**config.mk**
```make
export PLATFORM = sky130hd
export DESIGN_NAME = dcgi_config_bank
export DESIGN_NICKNAME = d
export VERILOG_FILES = /design/src/dcgi_pkg.sv /design/src/dcgi_config_bank.sv
export SDC_FILE = /design/constraint.sdc
export NUM_CORES = 1
export LEC_CHECK = 0
export BUFFER_PORTS_ARGS = -buffer_cell sky130_fd_sc_hd__buf_2
export CORE_UTILIZATION = 30
export DETAILED_ROUTE_END_ITERATION = 10
export PLACE_DENSITY = 0.49
export SLEW_MARGIN = 20
export SYNTH_ARGS = -nofsm -noshare
export SYNTH_HDL_FRONTEND = slang
export SYNTH_SLANG_ARGS = --single-unit
```
**constraint.sdc**
```tcl
create_clock -name mclk -period 4.9 [get_ports mclk]
set_clock_uncertainty 0.2 [all_clocks]
set_input_delay 0.98 -clock mclk [delete_from_list [all_inputs] [get_ports mclk]]
set_output_delay 0.98 -clock mclk [all_outputs]
set_load 0.05 [all_outputs]
```
**src/dcgi_pkg.sv**
```systemverilog
// Constants for the shared device configuration bank of the eight-channel bridge.
// Assumes byte offsets A7:A0 within one channel window and a single mclk domain.
//
// Notes on behaviour
// - A 32-bit read-only interrupt summary sits at offsets 0x080 to 0x083.
// - Every summary bit reads zero after reset until an interrupt arises.
// - Indicator byte has one bit per channel, bit 0 channel 0, bit 7 channel 7.
// - A channel's indicator is the OR of its transmit, receive, receive-timeout and modem requests, plus wake-up, pin and timer for channel 0.
// - Indicator clears only when the channel's own source clears, never by writes to 0x080 to 0x083.
// - Three-bit source codes fill bits 31:8, channel 0 in 10:8, channel 7 in 31:29.
// - Channel 0's code expresses six causes plus a no-interrupt value; the codes of channels 1 to 7 express four.
// - Timer and pin events are reported only in channel 0's code; wake-up only in indicator bit 0.
// - Wake-up interrupt is raised on waking after all eight channels slept.
// - Reading the indicator byte clears the pending wake-up interrupt.
// - One 32-bit read returns indicator and all codes from the same cycle.
// - Soft-reset register is write-only; written ones reset channels then self-clear.
// - Channel-window accesses change only that channel's bit at 0x088 to 0x08B.
// - Pin interrupt mask, low 0x08F, high 0x095, read/write, reset zero.
// - Pin level register, low 0x090, high 0x096, read/write, reset zero.
// - Pin output tristate control, low 0x091, high 0x097, read/write, reset zero.
// - Pin input inversion select, low 0x092, high 0x098, read/write, reset zero.
// - Pin open-drain enable, low 0x094, high 0x09A, read/write, reset zero.
// - Codes 1 rx, 2 timeout, 3 tx, 4 modem, 6 pin, 7 timer; lower wins.
// - Pending pin interrupt clears when the pin level register is read.
// - Pending timer interrupt clears when the timer command register is read.

package dcgi_pkg;

    localparam logic [7:0] OFF_IRQ_FLAGS = 8'h80;
    localparam logic [7:0] OFF_IRQ_B1    = 8'h81;
    localparam logic [7:0] OFF_IRQ_B2    = 8'h82;
    localparam logic [7:0] OFF_IRQ_B3    = 8'h83;
    localparam logic [7:0] OFF_TMR_CMD   = 8'h84;
    localparam logic [7:0] OFF_RSVD_A    = 8'h85;
    localparam logic [7:0] OFF_DIV_LO    = 8'h86;
    localparam logic [7:0] OFF_DIV_HI    = 8'h87;
    localparam logic [7:0] OFF_OVS8      = 8'h88;
    localparam logic [7:0] OFF_OVS4      = 8'h89;
    localparam logic [7:0] OFF_SRST      = 8'h8A;
    localparam logic [7:0] OFF_SLEEP     = 8'h8B;
    localparam logic [7:0] OFF_REV       = 8'h8C;
    localparam logic [7:0] OFF_PART_ID   = 8'h8D;
    localparam logic [7:0] OFF_EEPROM    = 8'h8E;
    localparam logic [7:0] OFF_MASK_LO   = 8'h8F;
    localparam logic [7:0] OFF_LVL_LO    = 8'h90;
    localparam logic [7:0] OFF_TRI_LO    = 8'h91;
    localparam logic [7:0] OFF_INV_LO    = 8'h92;
    localparam logic [7:0] OFF_DIR_LO    = 8'h93;
    localparam logic [7:0] OFF_OD_LO     = 8'h94;
    localparam logic [7:0] OFF_MASK_HI   = 8'h95;
    localparam logic [7:0] OFF_LVL_HI    = 8'h96;
    localparam logic [7:0] OFF_TRI_HI    = 8'h97;
    localparam logic [7:0] OFF_INV_HI    = 8'h98;
    localparam logic [7:0] OFF_DIR_HI    = 8'h99;
    localparam logic [7:0] OFF_OD_HI     = 8'h9A;
    localparam logic [7:0] OFF_RSVD_TAIL = 8'h9B;

    localparam logic [7:0]  RST_BYTE   = 8'h00;
    localparam logic [15:0] RST_PAIR   = 16'h0000;
    localparam logic [15:0] RST_DIR    = 16'hFFFF;
    localparam logic [31:0] RST_IRQ    = 32'h0000_0000;
    localparam logic [7:0]  SLEEP_ALL  = 8'hFF;
    localparam logic [7:0]  TMR_STATUS = 8'h01;

    typedef enum logic [2:0] {
        CODE_NONE  = 3'h0,
        CODE_RX    = 3'h1,
        CODE_RXTO  = 3'h2,
        CODE_TX    = 3'h3,
        CODE_MODEM = 3'h4,
        CODE_PIN   = 3'h6,
        CODE_TIMER = 3'h7
    } dcgi_code_t;

    localparam logic [3:0] TCMD_IRQ_EN  = 4'h1;
    localparam logic [3:0] TCMD_IRQ_DIS = 4'h2;
    localparam logic [3:0] TCMD_RESET   = 4'hB;

endpackage

```
**src/dcgi_config_bank.sv**
```systemverilog
// Shared configuration bank with the global interrupt summary word.
// Assumes byte-enabled 32-bit word accesses; channels and timer sit outside.

module dcgi_config_bank
    import dcgi_pkg::*;
#(
    parameter logic [7:0] SILICON_REV = 8'h01, // Arbitrary value
    parameter logic [7:0] PART_ID     = 8'h5A  // Arbitrary value
) (
    input  logic        mclk,
    input  logic        reset,
    input  logic [7:0]  reg_addr,
    input  logic [3:0]  reg_be,
    input  logic        reg_wr,
    input  logic        reg_rd,
    input  logic [31:0] reg_wdata,
    input  logic        reg_win_local,
    input  logic [2:0]  reg_win_chan,
    output logic [31:0] reg_rdata,
    output logic        reg_rvalid,
    input  logic [7:0]  ch_rx_req,
    input  logic [7:0]  ch_rxto_req,
    input  logic [7:0]  ch_tx_req,
    input  logic [7:0]  ch_ms_req,
    input  logic        wake_activity,
    input  logic        timer_timeout,
    input  logic [15:0] pin_in,
    output logic [7:0]  chan_soft_reset,
    output logic [7:0]  oversample_eight,
    output logic [7:0]  oversample_four,
    output logic [7:0]  chan_sleep,
    output logic [15:0] timer_divisor,
    output logic [3:0]  timer_cmd,
    output logic        timer_cmd_stb,
    output logic        timer_irq_en,
    output logic [7:0]  eeprom_ctrl,
    output logic [15:0] pin_out,
    output logic [15:0] pin_oe
);

    function automatic logic [2:0] src_code(input logic rx, input logic to, input logic tx,
                                            input logic ms, input logic pin, input logic tmr);
        logic [2:0] c;
        c = CODE_NONE;
        if (tmr) c = CODE_TIMER;
        if (pin) c = CODE_PIN;
        if (ms)  c = CODE_MODEM;
        if (tx)  c = CODE_TX;
        if (to)  c = CODE_RXTO;
        if (rx)  c = CODE_RX;
        return c;
    endfunction

    function automatic logic hit(input logic en, input logic [7:0] off);
        return en && (reg_addr[7:2] == off[7:2]) && reg_be[off[1:0]];
    endfunction

    function automatic logic [7:0] lane(input logic [7:0] off);
        return reg_wdata[{off[1:0], 3'b000} +: 8];
    endfunction

    function automatic logic [7:0] upd(input logic [7:0] old, input logic [7:0] off);
        return hit(reg_wr, off) ? lane(off) : old;
    endfunction

    logic [31:0] irq_word_r;
    logic [31:0] reg_rdata_r;
    logic        reg_rvalid_r;
    logic [7:0]  srst_r;
    logic [7:0]  ovs8_r;
    logic [7:0]  ovs4_r;
    logic [7:0]  sleep_r;
    logic [7:0]  eep_r;
    logic [15:0] div_r;
    logic [15:0] mask_r;
    logic [15:0] lvl_r;
    logic [15:0] tri_r;
    logic [15:0] inv_r;
    logic [15:0] dir_r;
    logic [15:0] od_r;
    logic [15:0] pin_prev_r;
    logic        wake_pend_r;
    logic        asleep_r;
    logic        pin_pend_r;
    logic        tmr_pend_r;
    logic        tmr_ien_r;
    logic [3:0]  tcmd_r;
    logic        tcmd_stb_r;

    logic [7:0]  map_q [OFF_IRQ_FLAGS:OFF_RSVD_TAIL];
    logic [23:0] code_nxt;
    logic [7:0]  flag_nxt;
    logic [31:0] irq_nxt;
    logic [31:0] rdata_nxt;
    logic [7:0]  win_mask;
    logic [15:0] pin_eff;
    logic [15:0] lvl_view;
    logic        pin_evt;
    logic        wake_evt;
    logic        tmr_show;
    logic        rd_flags;
    logic        rd_lvl;
    logic        rd_tcmd;
    logic        wr_tcmd;
    logic [3:0]  tcmd_nxt;
    logic [7:0]  tcmd_byte;

    // Summary word is rebuilt every cycle from live sources
    for (genvar c = 0; c < 8; c++) begin : g_code
        assign code_nxt[3*c +: 3] = src_code(ch_rx_req[c], ch_rxto_req[c], ch_tx_req[c],
                                             ch_ms_req[c], (c == 0) && pin_pend_r,
                                             (c == 0) && tmr_show);
    end

    assign tmr_show = tmr_pend_r & tmr_ien_r;
    assign flag_nxt = (ch_rx_req | ch_rxto_req | ch_tx_req | ch_ms_req)
                    | {7'h00, wake_pend_r | pin_pend_r | tmr_show};
    assign irq_nxt  = {code_nxt, flag_nxt};

    // Read side effects; the helpers read the bus inside, so a plain assign would miss changes
    always_comb begin
        rd_flags  = hit(reg_rd, OFF_IRQ_FLAGS);
        rd_lvl    = hit(reg_rd, OFF_LVL_LO) | hit(reg_rd, OFF_LVL_HI);
        rd_tcmd   = hit(reg_rd, OFF_TMR_CMD);
        wr_tcmd   = hit(reg_wr, OFF_TMR_CMD);
        tcmd_byte = lane(OFF_TMR_CMD);
        tcmd_nxt  = tcmd_byte[3:0];
    end

    // Wake after the whole device slept: sleep bits dropped or line activity
    assign wake_evt = asleep_r & ((sleep_r != SLEEP_ALL) | wake_activity);

    // Pins
    assign pin_eff  = pin_in ^ inv_r;
    assign pin_evt  = |((pin_eff ^ pin_prev_r) & mask_r & dir_r);
    assign lvl_view = (dir_r & pin_eff) | (~dir_r & lvl_r);

    // Channel window may only touch its own bit
    assign win_mask = reg_win_local ? (8'h01 << reg_win_chan) : 8'hFF;

    // Read map; write-only and reserved bytes read zero
    assign map_q[OFF_IRQ_FLAGS] = irq_word_r[7:0];
    assign map_q[OFF_IRQ_B1]    = irq_word_r[15:8];
    assign map_q[OFF_IRQ_B2]    = irq_word_r[23:16];
    assign map_q[OFF_IRQ_B3]    = irq_word_r[31:24];
    assign map_q[OFF_TMR_CMD]   = tmr_show ? TMR_STATUS : RST_BYTE;
    assign map_q[OFF_RSVD_A]    = RST_BYTE;
    assign map_q[OFF_DIV_LO]    = div_r[7:0];
    assign map_q[OFF_DIV_HI]    = div_r[15:8];
    assign map_q[OFF_OVS8]      = ovs8_r;
    assign map_q[OFF_OVS4]      = ovs4_r;
    assign map_q[OFF_SRST]      = RST_BYTE;
    assign map_q[OFF_SLEEP]     = sleep_r;
    assign map_q[OFF_REV]       = SILICON_REV;
    assign map_q[OFF_PART_ID]   = PART_ID;
    assign map_q[OFF_EEPROM]    = eep_r;
    assign map_q[OFF_MASK_LO]   = mask_r[7:0];
    assign map_q[OFF_LVL_LO]    = lvl_view[7:0];
    assign map_q[OFF_TRI_LO]    = tri_r[7:0];
    assign map_q[OFF_INV_LO]    = inv_r[7:0];
    assign map_q[OFF_DIR_LO]    = dir_r[7:0];
    assign map_q[OFF_OD_LO]     = od_r[7:0];
    assign map_q[OFF_MASK_HI]   = mask_r[15:8];
    assign map_q[OFF_LVL_HI]    = lvl_view[15:8];
    assign map_q[OFF_TRI_HI]    = tri_r[15:8];
    assign map_q[OFF_INV_HI]    = inv_r[15:8];
    assign map_q[OFF_DIR_HI]    = dir_r[15:8];
    assign map_q[OFF_OD_HI]     = od_r[15:8];
    assign map_q[OFF_RSVD_TAIL] = RST_BYTE;

    for (genvar l = 0; l < 4; l++) begin : g_lane
        logic [7:0] ba;
        logic       inr;
        assign ba  = {reg_addr[7:2], 2'(l)};
        assign inr = (ba >= OFF_IRQ_FLAGS) && (ba <= OFF_RSVD_TAIL) && reg_be[l];
        // All four bytes come from one snapshot of the summary word
        assign rdata_nxt[8*l +: 8] = inr ? map_q[ba] : RST_BYTE;
    end

    // Host interface
    always_ff @(posedge mclk) begin
        if (reset) begin
            reg_rdata_r  <= RST_IRQ;
            reg_rvalid_r <= 1'b0;
        end else begin
            reg_rdata_r  <= reg_rd ? rdata_nxt : RST_IRQ;
            reg_rvalid_r <= reg_rd;
        end
    end

    // Read-only bytes have no write path at all
    always_ff @(posedge mclk) begin
        if (reset) irq_word_r <= RST_IRQ;
        else       irq_word_r <= irq_nxt;
    end

    // Per-channel bytes
    always_ff @(posedge mclk) begin
        if (reset) begin
            ovs8_r  <= RST_BYTE;
            ovs4_r  <= RST_BYTE;
            sleep_r <= RST_BYTE;
            srst_r  <= RST_BYTE;
        end else begin
            if (hit(reg_wr, OFF_OVS8))
                ovs8_r <= (ovs8_r & ~win_mask) | (lane(OFF_OVS8) & win_mask);
            if (hit(reg_wr, OFF_OVS4))
                ovs4_r <= (ovs4_r & ~win_mask) | (lane(OFF_OVS4) & win_mask);
            if (hit(reg_wr, OFF_SLEEP))
                sleep_r <= (sleep_r & ~win_mask) | (lane(OFF_SLEEP) & win_mask);
            // One-cycle pulse, then self-clear
            srst_r <= hit(reg_wr, OFF_SRST) ? (lane(OFF_SRST) & win_mask) : RST_BYTE;
        end
    end

    // Plain read/write bytes
    always_ff @(posedge mclk) begin
        if (reset) begin
            div_r  <= RST_PAIR;
            eep_r  <= RST_BYTE;
            mask_r <= RST_PAIR;
            lvl_r  <= RST_PAIR;
            tri_r  <= RST_PAIR;
            inv_r  <= RST_PAIR;
            dir_r  <= RST_DIR;
            od_r   <= RST_PAIR;
        end else begin
            div_r  <= {upd(div_r[15:8], OFF_DIV_HI), upd(div_r[7:0], OFF_DIV_LO)};
            eep_r  <= upd(eep_r, OFF_EEPROM);
            mask_r <= {upd(mask_r[15:8], OFF_MASK_HI), upd(mask_r[7:0], OFF_MASK_LO)};
            lvl_r  <= {upd(lvl_r[15:8], OFF_LVL_HI), upd(lvl_r[7:0], OFF_LVL_LO)};
            tri_r  <= {upd(tri_r[15:8], OFF_TRI_HI), upd(tri_r[7:0], OFF_TRI_LO)};
            inv_r  <= {upd(inv_r[15:8], OFF_INV_HI), upd(inv_r[7:0], OFF_INV_LO)};
            dir_r  <= {upd(dir_r[15:8], OFF_DIR_HI), upd(dir_r[7:0], OFF_DIR_LO)};
            od_r   <= {upd(od_r[15:8], OFF_OD_HI), upd(od_r[7:0], OFF_OD_LO)};
        end
    end

    // Global events; a new event beats a clearing read in the same cycle
    always_ff @(posedge mclk) begin
        if (reset) begin
            wake_pend_r <= 1'b0;
            asleep_r    <= 1'b0;
            pin_pend_r  <= 1'b0;
            pin_prev_r  <= RST_PAIR;
        end else begin
            wake_pend_r <= wake_evt | (wake_pend_r & ~rd_flags);
            asleep_r    <= (sleep_r == SLEEP_ALL) & ~wake_activity & ~wake_evt;
            pin_pend_r  <= pin_evt | (pin_pend_r & ~rd_lvl);
            pin_prev_r  <= pin_eff;
        end
    end

    // Timer interrupt state; the counter itself lives outside
    always_ff @(posedge mclk) begin
        if (reset) begin
            tmr_pend_r <= 1'b0;
            tmr_ien_r  <= 1'b0;
            tcmd_r     <= 4'h0;
            tcmd_stb_r <= 1'b0;
        end else begin
            tmr_pend_r <= timer_timeout | (tmr_pend_r & ~rd_tcmd & ~(wr_tcmd && tcmd_nxt == TCMD_RESET));
            if (wr_tcmd && tcmd_nxt == TCMD_IRQ_EN)
                tmr_ien_r <= 1'b1;
            else if (wr_tcmd && (tcmd_nxt == TCMD_IRQ_DIS || tcmd_nxt == TCMD_RESET))
                tmr_ien_r <= 1'b0;
            tcmd_r     <= wr_tcmd ? tcmd_nxt : 4'h0;
            tcmd_stb_r <= wr_tcmd && (tcmd_nxt != 4'h0);
        end
    end

    assign reg_rdata        = reg_rdata_r;
    assign reg_rvalid       = reg_rvalid_r;
    assign chan_soft_reset  = srst_r;
    assign oversample_eight = ovs8_r;
    assign oversample_four  = ovs4_r;
    assign chan_sleep       = sleep_r;
    assign timer_divisor    = div_r;
    assign timer_cmd        = tcmd_r;
    assign timer_cmd_stb    = tcmd_stb_r;
    assign timer_irq_en     = tmr_ien_r;
    assign eeprom_ctrl      = eep_r;
    assign pin_out          = lvl_r;
    // Open drain drives only the low level
    assign pin_oe           = ~dir_r & ~tri_r & ~(od_r & lvl_r);

    irq_reset_zero_a: assert property (
        @(posedge mclk) reset |=> (irq_word_r == RST_IRQ && reg_rdata == RST_IRQ))
        else $error("summary word not zero after reset");

    flag_or_a: assert property (
        @(posedge mclk) disable iff (reset)
        ##1 irq_word_r[7:1] == $past(ch_rx_req[7:1] | ch_rxto_req[7:1] | ch_tx_req[7:1] | ch_ms_req[7:1]))
        else $error("indicator bit differs from channel requests");

    code_prio_a: assert property (
        @(posedge mclk) disable iff (reset)
        (ch_rx_req[4] && ch_ms_req[4]) |=> irq_word_r[22:20] == CODE_RX)
        else $error("receive code did not win over modem status");

    timer_code_a: assert property (
        @(posedge mclk) disable iff (reset)
        (tmr_show && !pin_pend_r && !ch_rx_req[0] && !ch_rxto_req[0] && !ch_tx_req[0] && !ch_ms_req[0])
        |=> irq_word_r[10:8] == CODE_TIMER && irq_word_r[0])
        else $error("timer event not shown in channel 0 code");

    wake_clear_a: assert property (
        @(posedge mclk) disable iff (reset)
        (rd_flags && !wake_evt) |=> !wake_pend_r)
        else $error("wake-up pending survived indicator read");

    wake_raise_a: assert property (
        @(posedge mclk) disable iff (reset)
        (asleep_r && (wake_activity || chan_sleep != SLEEP_ALL)) |=> wake_pend_r ##1 irq_word_r[0])
        else $error("no wake-up interrupt after full sleep");

    srst_self_a: assert property (
        @(posedge mclk) disable iff (reset)
        (chan_soft_reset != RST_BYTE) |=> (chan_soft_reset == RST_BYTE || $past(reg_wr)))
        else $error("soft reset bits did not self-clear");

    win_local_a: assert property (
        @(posedge mclk) disable iff (reset)
        (hit(reg_wr, OFF_SLEEP) && reg_win_local) |=> ((sleep_r ^ $past(sleep_r)) & ~$past(win_mask)) == 8'h00)
        else $error("channel window changed another channel's sleep bit");

    pin_clear_a: assert property (
        @(posedge mclk) disable iff (reset)
        (rd_lvl && !pin_evt) |=> !pin_pend_r)
        else $error("pin interrupt survived level read");

    tmr_clear_a: assert property (
        @(posedge mclk) disable iff (reset)
        (rd_tcmd && !timer_timeout) |=> !tmr_pend_r)
        else $error("timer interrupt survived command read");

    rsvd_read_a: assert property (
        @(posedge mclk) disable iff (reset)
        (reg_rd && reg_addr[7:2] == OFF_RSVD_TAIL[7:2]) |=> reg_rvalid && reg_rdata[31:24] == RST_BYTE)
        else $error("reserved byte read nonzero");

    id_fixed_a: assert property (
        @(posedge mclk) disable iff (reset)
        (reg_rd && reg_addr[7:2] == OFF_REV[7:2] && reg_be[1]) |=> reg_rdata[15:8] == PART_ID)
        else $error("identifier byte changed");

    mask_write_a: assert property (
        @(posedge mclk) disable iff (reset)
        hit(reg_wr, OFF_MASK_HI) |=> mask_r[15:8] == $past(reg_wdata[15:8]))
        else $error("high pin mask did not take written value");

    srst_pulse_a: assert property (
        @(posedge mclk) disable iff (reset)
        hit(reg_wr, OFF_SRST) |=> chan_soft_reset == ($past(reg_wdata[23:16]) & $past(win_mask)))
        else $error("soft reset pulse differs from written bits");

    od_low_only_a: assert property (
        @(posedge mclk) disable iff (reset)
        (od_r & lvl_r & pin_oe) == RST_PAIR)
        else $error("open-drain pin driven high");

    tmr_status_a: assert property (
        @(posedge mclk) disable iff (reset)
        (rd_tcmd && !reg_wr) |=> reg_rdata[7:0] == {7'h00, $past(tmr_show)})
        else $error("timer command byte status wrong");

endmodule

```
## Word level (Yosys, flattened, before mapping)

Index checks and enable logic that the tools add are counted.

- Output and inout port bits: 127
- Bits in writable memories: 0
- Logic and storage cells: 256
- Flip-flop bits (word level): 243
- Latch bits: 0
- Memories: 0
- ROM bits: 0
- Bits of input ports: 102

- Multiply operators: 0
- Shifts and indexed selects: 1
- Div/mod/pow operators: 0
- Reduce and logical (&&, ||, !) cells: 72
- Bitwise logic cells: 60
- Magnitude comparators: 12
- Add/sub/neg operators: 0
- Eq/ne operators: 12
- Mux-type cells: 50

Operator list:

| kind | number |
|---|---|
| $bmux W8 S8 | 4 |
| $and A16 B16 Y16 | 7 |
| $mux W8 | 9 |
| $and A8 B8 Y8 | 7 |
| $not A16 Y16 | 3 |
| $or A8 B8 Y8 | 6 |
| $logic_and A1 B1 Y1 | 46 |
| $eq A6 B6 Y1 const B | 7 |
| $ge A9 B9 Y1 const B | 4 |
| $not A8 Y9 | 4 |
| $ge A8 B8 Y1 const B | 4 |
| $le A8 B8 Y1 const B | 4 |
| $mux W2 | 16 |
| $reduce_or A4 Y1 | 8 |
| $xor A16 B16 Y16 | 2 |
| $mux W3 | 10 |
| $reduce_or A2 Y1 | 10 |
| $or A16 B16 Y16 | 1 |
| $reduce_or A16 Y1 | 1 |
| $not A1 Y1 | 13 |
| $reduce_or A3 Y1 | 4 |
| $mux W1 | 11 |
| $and A1 B1 Y1 | 8 |
| $eq A8 B8 Y1 const B | 1 |
| 11 further kinds | 17 |

## Depth between registers and ports, before layout

Gate-level depths: netlist of run 1.

- Depth in word-level cells: 7
- Mapped depth: 9
- Depth with buffers taken out: 5

## Worst setup path after synthesis of run 1

OpenSTA, ideal clock, no wires.

- Kind: register to output
- Start point: register lvl_r[0] (netlist: pin_out[0])
- End point: output pin_oe[0]
- Arrival time: 1.764 ns
- Path slack: 1.956 ns
- Path buffers: 0
- Data required time: 3.720 ns
- Cell stages (with the launch flop): 2
- Cells stage by stage: dfxtp_1 > a211oi_1

- Longest elaborated chain between the ends: 3

RTL lines:

| element | line | source |
|---|---|---|
| start: declaration | dcgi_config_bank.sv:76 | `logic [15:0] lvl_r;` |
| start signal: assignment | dcgi_config_bank.sv:231 | `lvl_r <= {upd(lvl_r[15:8], OFF_LVL_HI), upd(lvl_r[7:0], OFF_LVL_LO)};` |
| $and A16 B16 Y16 | dcgi_config_bank.sv:285 | `assign pin_oe = ~dir_r & ~tri_r & ~(od_r & lvl_r);` |
| $not A16 Y16 | dcgi_config_bank.sv:285 |  |
| $and A16 B16 Y16 | dcgi_config_bank.sv:285 |  |
| end: declaration | dcgi_config_bank.sv:38 | `output logic [15:0] pin_oe` |

No other way between the ends.

## Final worst setup path of run 1

- Start point: input reg_addr[2]
- End point: register dir_r[13]

- Longest elaborated chain between the ends: 3

RTL lines:

| element | line | source |
|---|---|---|
| start: declaration | dcgi_config_bank.sv:12 | `input logic [7:0] reg_addr,` |
| $eq A6 B6 Y1 | dcgi_config_bank.sv:55 | `return en && (reg_addr[7:2] == off[7:2]) && reg_be[off[1:0]];` |
| $logic_and A1 B1 Y1 (2 in a row) | dcgi_config_bank.sv:55 |  |
| end signal: assignment | dcgi_config_bank.sv:234 | `dir_r <= {upd(dir_r[15:8], OFF_DIR_HI), upd(dir_r[7:0], OFF_DIR_LO)};` |
| end: declaration | dcgi_config_bank.sv:79 | `logic [15:0] dir_r;` |

No other way between the ends.
A chain may end at the register's enable or synchronous reset.

==> impl_metrics.py, run 1 <==
metrics = {
    "cts": {
        "htreeDepth": 1,
        "cts_root_buf": "clkbuf_16",
        "post_cts_resized": 0,
        "postCtsHoldBufs": 0,
        "cts.sinks": 243,
        "cts_setup_buffers": 0,
        "cts_buffers": 28,
        "cts_buffer_depth": 3,
        "clock_latency_ns": 0.55,
        "cts_tree": "yes",
        "clk_pin_slew_ns": 0.06,
    },
    "setup_path": {
        "reg2reg_to": "reg_rdata[4]",
        "r2r_slack_ns": 2.76,
        "worstReg2RegStart": "inv_r[4]",
        "crit_required_ns": 5.14,
        "worstSetupStartpointType": "input port",
        "r2r_cells": 5,
        "worst-path-max-fanout": 30,
        "cp_data_arrival_time_ns": 3.36,
        "cp-end-kind": "flop",
        "critPathKind": "input port to flop",
    },
    "floorplanning": {
        "core_area_sq_um": 34600,
        "die_h_um": 190,
        "io_pins": 229,
        "fp.dieArea_sq_um": 36100,
        "die_w_um": 190,
        "start_util_pct": 30.6,
        "row_count": 68,
    },
    "timing": {
        "holdWs_ns": 0.285,
        "slew_headroom_pct": 23.3,
        "worstMarginPinSlew_ns": 1.15,
        "min_period_ns": 3.12,
        "finalMaxSlewViolations": 0,
        "fmaxAchievable_ghz": 0.320,
        "final.setup.tns_ns": 0,
        "finalCritPeriodShare_pct": 63.8,
        "setup_slack_ns": 1.78,
        "setup-violations-final": 0,
        "rsz0062_at_grt": "no",
        "final_hold_viol_count": 0,
    },
    "detailed_routing": {
        "met2_length_um": 18500,
        "drt-pass1-iter-count": 5,
        "viasPerCell": 5.01,
        "vias": 8944,
        "routed-wl-met3_um": 2530,
        "final_antenna_net_count": 0,
        "wl_per_cell_um": 22.1,
        "wl_met1_um": 17900,
        "routed.top_layer": "met5",
        "remaining_drc_errors": 0,
        "drtIter0Drc": 777,
        "wl_um": 39400,
    },
    "yosys": {
        "async_flop_share_pct": 0,
        "synth-seq-area-share_pct": 45.9,
        "synth_top_flop_cell": "dfxtp_1",
        "yosysUniqueCellTypes": 50,
        "synthesis.area_sq_um": 10600,
        "postSynthAreaPerCell_sq_um": 9.26,
        "ys_seq_elements": 243,
        "syn_nets": 1246,
        "syn_inst": 1144,
        "synth-edff-count": 0,
        "yosysWarningCount": 0,
    },
    "power_and_ir_drop": {
        "power_uw": 4370,
        "power_density_nw_per_um2": 344,
        "vdd_ir_drop_max_mv": 0.240,
        "leakage_uw": 0.00529,
    },
    "global_routing": {
        "grt_max_degree": 109,
        "grt-ovfl-total": 0,
        "antenna_found_initial": 2,
        "grtUsageTotal_pct": 21.3,
        "grt_pass1_wl_um": 56600,
        "grt_pass1_vias": 8352,
    },
    "place": {
        "gp_congestion": 0.883,
        "portBuffers": 226,
        "hpwl_um": 29400,
        "dp_cells": 1732,
        "dp_slack_ns": 1.28,
    },
    "layout": {
        "drive_above_1_share_pct": 23.9,
        "final_nets": 1409,
        "syn2layout_area_growth_pct": 19.8,
        "fill_cells": 3561,
        "instances_no_fill": 1785,
    },
    "worst_hold_path": {
        "min_delay_path_depth": 2,
        "min_from": "asleep_r",
        "whs_endpoint": "wake_pend_r",
        "holdCritPathClass": "flop to flop",
    },
    "run_status": {
        "outcome": "finished clean",
    },
    "job": {
        "cap_violations": 0,
    },
}
## final cells by class
cell class	count	area (sq um)	area share, %
clock buffer	45	866	6.82
antenna	2	5.00	0.0394
timing repair buffer	241	1250	9.85
multi-input combinational	777	5050	39.8
tap	455	569	4.48
inverter	16	60.1	0.473
clock inverter	6	32.5	0.256
sequential	243	4860	38.3
## routing by layer
| metal | vias up | track usage, % |
|---|---|---|
| met4 | 2 | 4.34 |
| met1 | 4313 | 29.3 |
| met3 | 45 | 4.08 |
| li1 | 4297 | - |
| met5 | - | 0 |
| met2 | 287 | 34.6 |
## report_power, final
group	switching [uW]	total [uW]	internal (uW)
clock	837	2040	1200
sequential	14.1	2010	2000
combinational	217	318	102
## critical path, stage by stage
cell	delay, ns
buf_2	0.37
nor2b_1	1.00
nand3_1	0.25
nor2_1	0.15
buf_4	0.24
nor2b_1	0.07
a211o_1	0.27
## worst max path at each step
stage	from	end
CTS	reg_addr[2]	dir_r[13]
global route	reg_addr[2]	dir_r[12]
detailed placement	reg_addr[2]	dir_r[13]
global placement	reg_addr[2]	dir_r[11]
floorplan	pin_out[0]	pin_oe[0]
finish	reg_addr[2]	dir_r[13]
## state kept, by name, indices dropped and copies added, names as in the netlist, named ones only
register	cells
tri_r	16
asleep_r	1
timer_irq_en	1
pin_pend_r	1
mask_r	16
chan_soft_reset	8
reg_rdata	32
tmr_pend_r	1
irq_word_r	32
reg_rvalid	1
timer_cmd	4
wake_pend_r	1
pin_out	16
timer_divisor	16
inv_r	16
od_r	16
timer_cmd_stb	1
eeprom_ctrl	8
pin_prev_r	16
dir_r	16
## cells in the final DEF, fill, tap and decap left out, types with 3 or more instances in the layout
| master | netlist | final |
|---|---|---|
| o21ai_0 | 31 | 31 |
| nand2b_1 | 3 | 3 |
| and3b_1 | 8 | 8 |
| clkbuf_16 | 0 | 29 |
| and3_1 | 9 | 9 |
| clkbuf_1 | 35 | 8 |
| a211oi_1 | 33 | 33 |
| nand3_1 | 21 | 21 |
| nor2_1 | 231 | 231 |
| a221oi_1 | 8 | 8 |
| clkbuf_8 | 0 | 8 |
| nand2_1 | 46 | 46 |
| nor3_1 | 13 | 13 |
| mux2_2 | 8 | 8 |
| o22ai_1 | 13 | 13 |
| buf_2 | 15 | 225 |
| xnor2_1 | 24 | 24 |
| nor4_1 | 4 | 4 |
| a21oi_1 | 60 | 60 |
| inv_1 | 16 | 16 |
| nor2_2 | 14 | 14 |
| xor3_1 | 3 | 3 |
| dfxtp_1 | 243 | 243 |
| o21a_1 | 3 | 3 |
| buf_4 | 48 | 15 |
| nand4_1 | 6 | 6 |
| and2_1 | 5 | 5 |
| mux2i_1 | 130 | 130 |
| nor2b_1 | 29 | 29 |
| mux4_2 | 8 | 8 |
| clkinv_2 | 0 | 5 |
| a222oi_1 | 12 | 12 |
| a211o_1 | 16 | 16 |
| xor2_1 | 5 | 5 |
| a221o_1 | 8 | 8 |
## per-stage QoR
step | utilization, % | cell area (sq um)
final | 36.7 | 12700
after floorplan | - | 10600
after global placement | 34.1 | 11800
after detailed placement | 34.1 | 11800
after CTS | 36.6 | 12700
after global routing | 36.7 | 12700
## cells by family (layout without fill, tap and decap cells)
family / after synthesis / in the layout / share of synthesized area [%]
AOI/OAI and AO/OA: 196 / 196 / 12.4
xor gates and xnor gates: 32 / 32 / 3.07
buffers and inverters: 124 / 308 / 6.48
DFF: 243 / 243 / 45.9
muxes: 146 / 146 / 14.8
other: 0 / 2 / 0
and+or+nand+nor: 403 / 403 / 17.3
## Yosys cell counts (all sizes together) (2+ instances only)
cell type | number | share of area, %
or3 | 2 | 0.12
xnor2 | 24 | 2.0
dfxtp | 243 | 46
mux4 | 8 | 1.7
or4 | 2 | 0.14
and2 | 5 | 0.30
nand3b | 2 | 0.14
nand2 | 46 | 1.6
nand4 | 6 | 0.35
mux2i | 130 | 12
o31a | 2 | 0.17
xor2 | 5 | 0.41
a22oi | 2 | 0.14
clkbuf | 35 | 1.2
mux2 | 8 | 0.85
o22ai | 13 | 0.77
and3 | 9 | 0.53
and4 | 2 | 0.17
nor3 | 13 | 0.61
inv | 16 | 0.57
a221o | 8 | 0.76
a222oi | 12 | 1.1
a221oi | 8 | 0.66
a21boi | 3 | 0.21
nor2 | 245 | 9.0
a31oi | 2 | 0.12
xor3 | 3 | 0.67
nand2b | 3 | 0.18
nor4 | 4 | 0.24
nor2b | 29 | 1.7
a21oi | 60 | 2.8
a211o | 16 | 1.3
nand3 | 21 | 0.99
o21a | 3 | 0.21
nor4b | 2 | 0.17
buf | 73 | 4.7
o21ai | 31 | 1.5
and3b | 8 | 0.66
a211oi | 33 | 2.3
Power figures use the tool's default switching activity.
==> run 2: changes to the inputs <==
- clock period: 4.9 -> 2.9 ns (I/O delays scaled with it)
==> impl_metrics.py, run 2 (same netlist as run 1, synthesis figures left out) <==
metrics = {
    "cts": {
        "cts_root_buf": "clkbuf_16",
        "cts_buffer_depth": 3,
        "clk_pin_slew_ns": 0.06,
        "cts_setup_buffers": 0,
        "cts.sinks": 243,
        "cts_buffers": 28,
        "post_cts_resized": 0,
        "htreeDepth": 1,
        "clock_latency_ns": 0.56,
        "cts_tree": "yes",
        "postCtsHoldBufs": 0,
    },
    "power_and_ir_drop": {
        "power_switching_uw": 1870,
        "power_density_nw_per_um2": 602,
        "vdd_ir_drop_max_mv": 0.374,
        "p_clk_share_pct": 49.6,
        "leakage_uw": 0.00551,
        "p_int_uw": 6000,
        "p_sw_share_pct": 23.7,
        "power_frac_seq_pct": 43.3,
        "combPwrFrac_pct": 7.1,
    },
    "timing": {
        "finalCritPeriodShare_pct": 90.9,
        "final_hold_viol_count": 0,
        "setup-violations-final": 0,
        "holdWs_ns": 0.0441,
        "slew_headroom_pct": 43.2,
        "final.setup.tns_ns": 0,
        "finalMaxSlewViolations": 0,
        "rsz0062_at_grt": "no",
        "min_period_ns": 2.64,
        "setup_slack_ns": 0.264,
        "fmaxAchievable_ghz": 0.379,
        "worstMarginPinSlew_ns": 0.844,
    },
    "detailed_routing": {
        "viasPerCell": 4.98,
        "drt-pass1-iter-count": 5,
        "wl_um": 39400,
        "vias": 9027,
        "final_antenna_net_count": 0,
        "remaining_drc_errors": 0,
        "drtIter0Drc": 786,
        "wl_per_cell_um": 21.8,
    },
    "setup_path": {
        "cp_data_arrival_time_ns": 1.86,
        "worstReg2RegStart": "inv_r[6]",
        "worstSetupStartpointType": "flop",
        "worst-path-max-fanout": 3,
        "crit_start": "tri_r[6]",
        "cp-end-kind": "output pin",
        "critPathKind": "flop to output pin",
        "crit_required_ns": 2.12,
    },
    "place": {
        "gp_congestion": 0.877,
        "hpwl_um": 29700,
        "dp_slack_ns": 0.309,
        "portBuffers": 226,
    },
    "floorplanning": {
        "die_h_um": 190,
        "fp.dieArea_sq_um": 36100,
        "row_count": 68,
        "io_pins": 229,
        "core_area_sq_um": 34600,
        "die_w_um": 190,
        "start_util_pct": 30.6,
    },
    "global_routing": {
        "grt_pass1_wl_um": 56900,
        "grt_pass1_vias": 8558,
        "grt_max_degree": 90,
        "grtUsageTotal_pct": 21.4,
        "grt-ovfl-total": 0,
        "antenna_found_initial": 1,
    },
    "layout": {
        "final_nets": 1437,
        "syn2layout_area_growth_pct": 23.4,
        "fin_util_pct": 37.7,
        "final_cell_mix": "243 x dfxtp_1, 231 x nor2_1, 225 x buf_2, 130 x mux2i_1, 60 x a21oi_1",
        "final_common_cell": "dfxtp_1",
        "fill_cells": 3534,
        "drive_above_1_share_pct": 25.9,
    },
    "job": {
        "cap_violations": 0,
    },
    "run_status": {
        "outcome": "finished clean",
    },
    "worst_hold_path": {
        "holdCritPathClass": "input port to flop",
        "min_from": "ch_rx_req[3]",
    },
}
-- run 2: final cells by class --
cell class                      instances  area [sq um]  share of cell area, %
Sequential cell                       243          4860                   37.2
Clock inverter                         16           251                   1.92
Inverter                               16          60.1                  0.459
Antenna cell                            1          2.50                 0.0191
Timing Repair Buffer                  269          1500                   11.5
Multi-Input combinational cell        777          5050                   38.6
Clock buffer                           35           777                   5.94
Tap cell                              455           569                   4.36
-- run 2: through the flow --
step | instance area, sq um | power, uW | instances
after floorplan | 10600 | 3750 | 1144
after global placement | 12000 | 4030 | 1760
after detailed placement | 12000 | 4030 | 1760
after CTS | 13100 | 7940 | 1811
after global routing | 13100 | 8120 | 1812
final | 13100 | 7870 | 1812
-- run 2: power by group through the flow --
| stage | clock network, uW | registers, uW | logic (uW) |
|---|---|---|---|
| after global routing | 4110 | 3410 | 599 |
| final | 3900 | 3400 | 561 |
| after detailed placement | 0 | 3480 | 554 |
| after floorplan | 0 | 3470 | 274 |
| after CTS | 3980 | 3400 | 557 |
| after global placement | 0 | 3480 | 552 |
-- run 2: worst max-delay path: stages (launching register included) --
cell,delay (ns)
dfxtp_1,0.35
a211oi_1,0.58
buf_2,0.38
-- run 2: worst paths after layout --
kind	endpoint	slack (ns)	depth (start not counted)
max	pin_oe[6]	0.26	2
min	irq_word_r[18]	0.04	2
min reg2reg	wake_pend_r	0.29	2
max reg2reg	reg_rdata[6]	0.88	5
-- run 2: per-layer routing --
metal  part of all wire [%]  track usage [%]
met5                      0                0
met2                     47             34.9
met3                    6.4             3.89
met1                     45             29.3
met4                    1.7             4.65
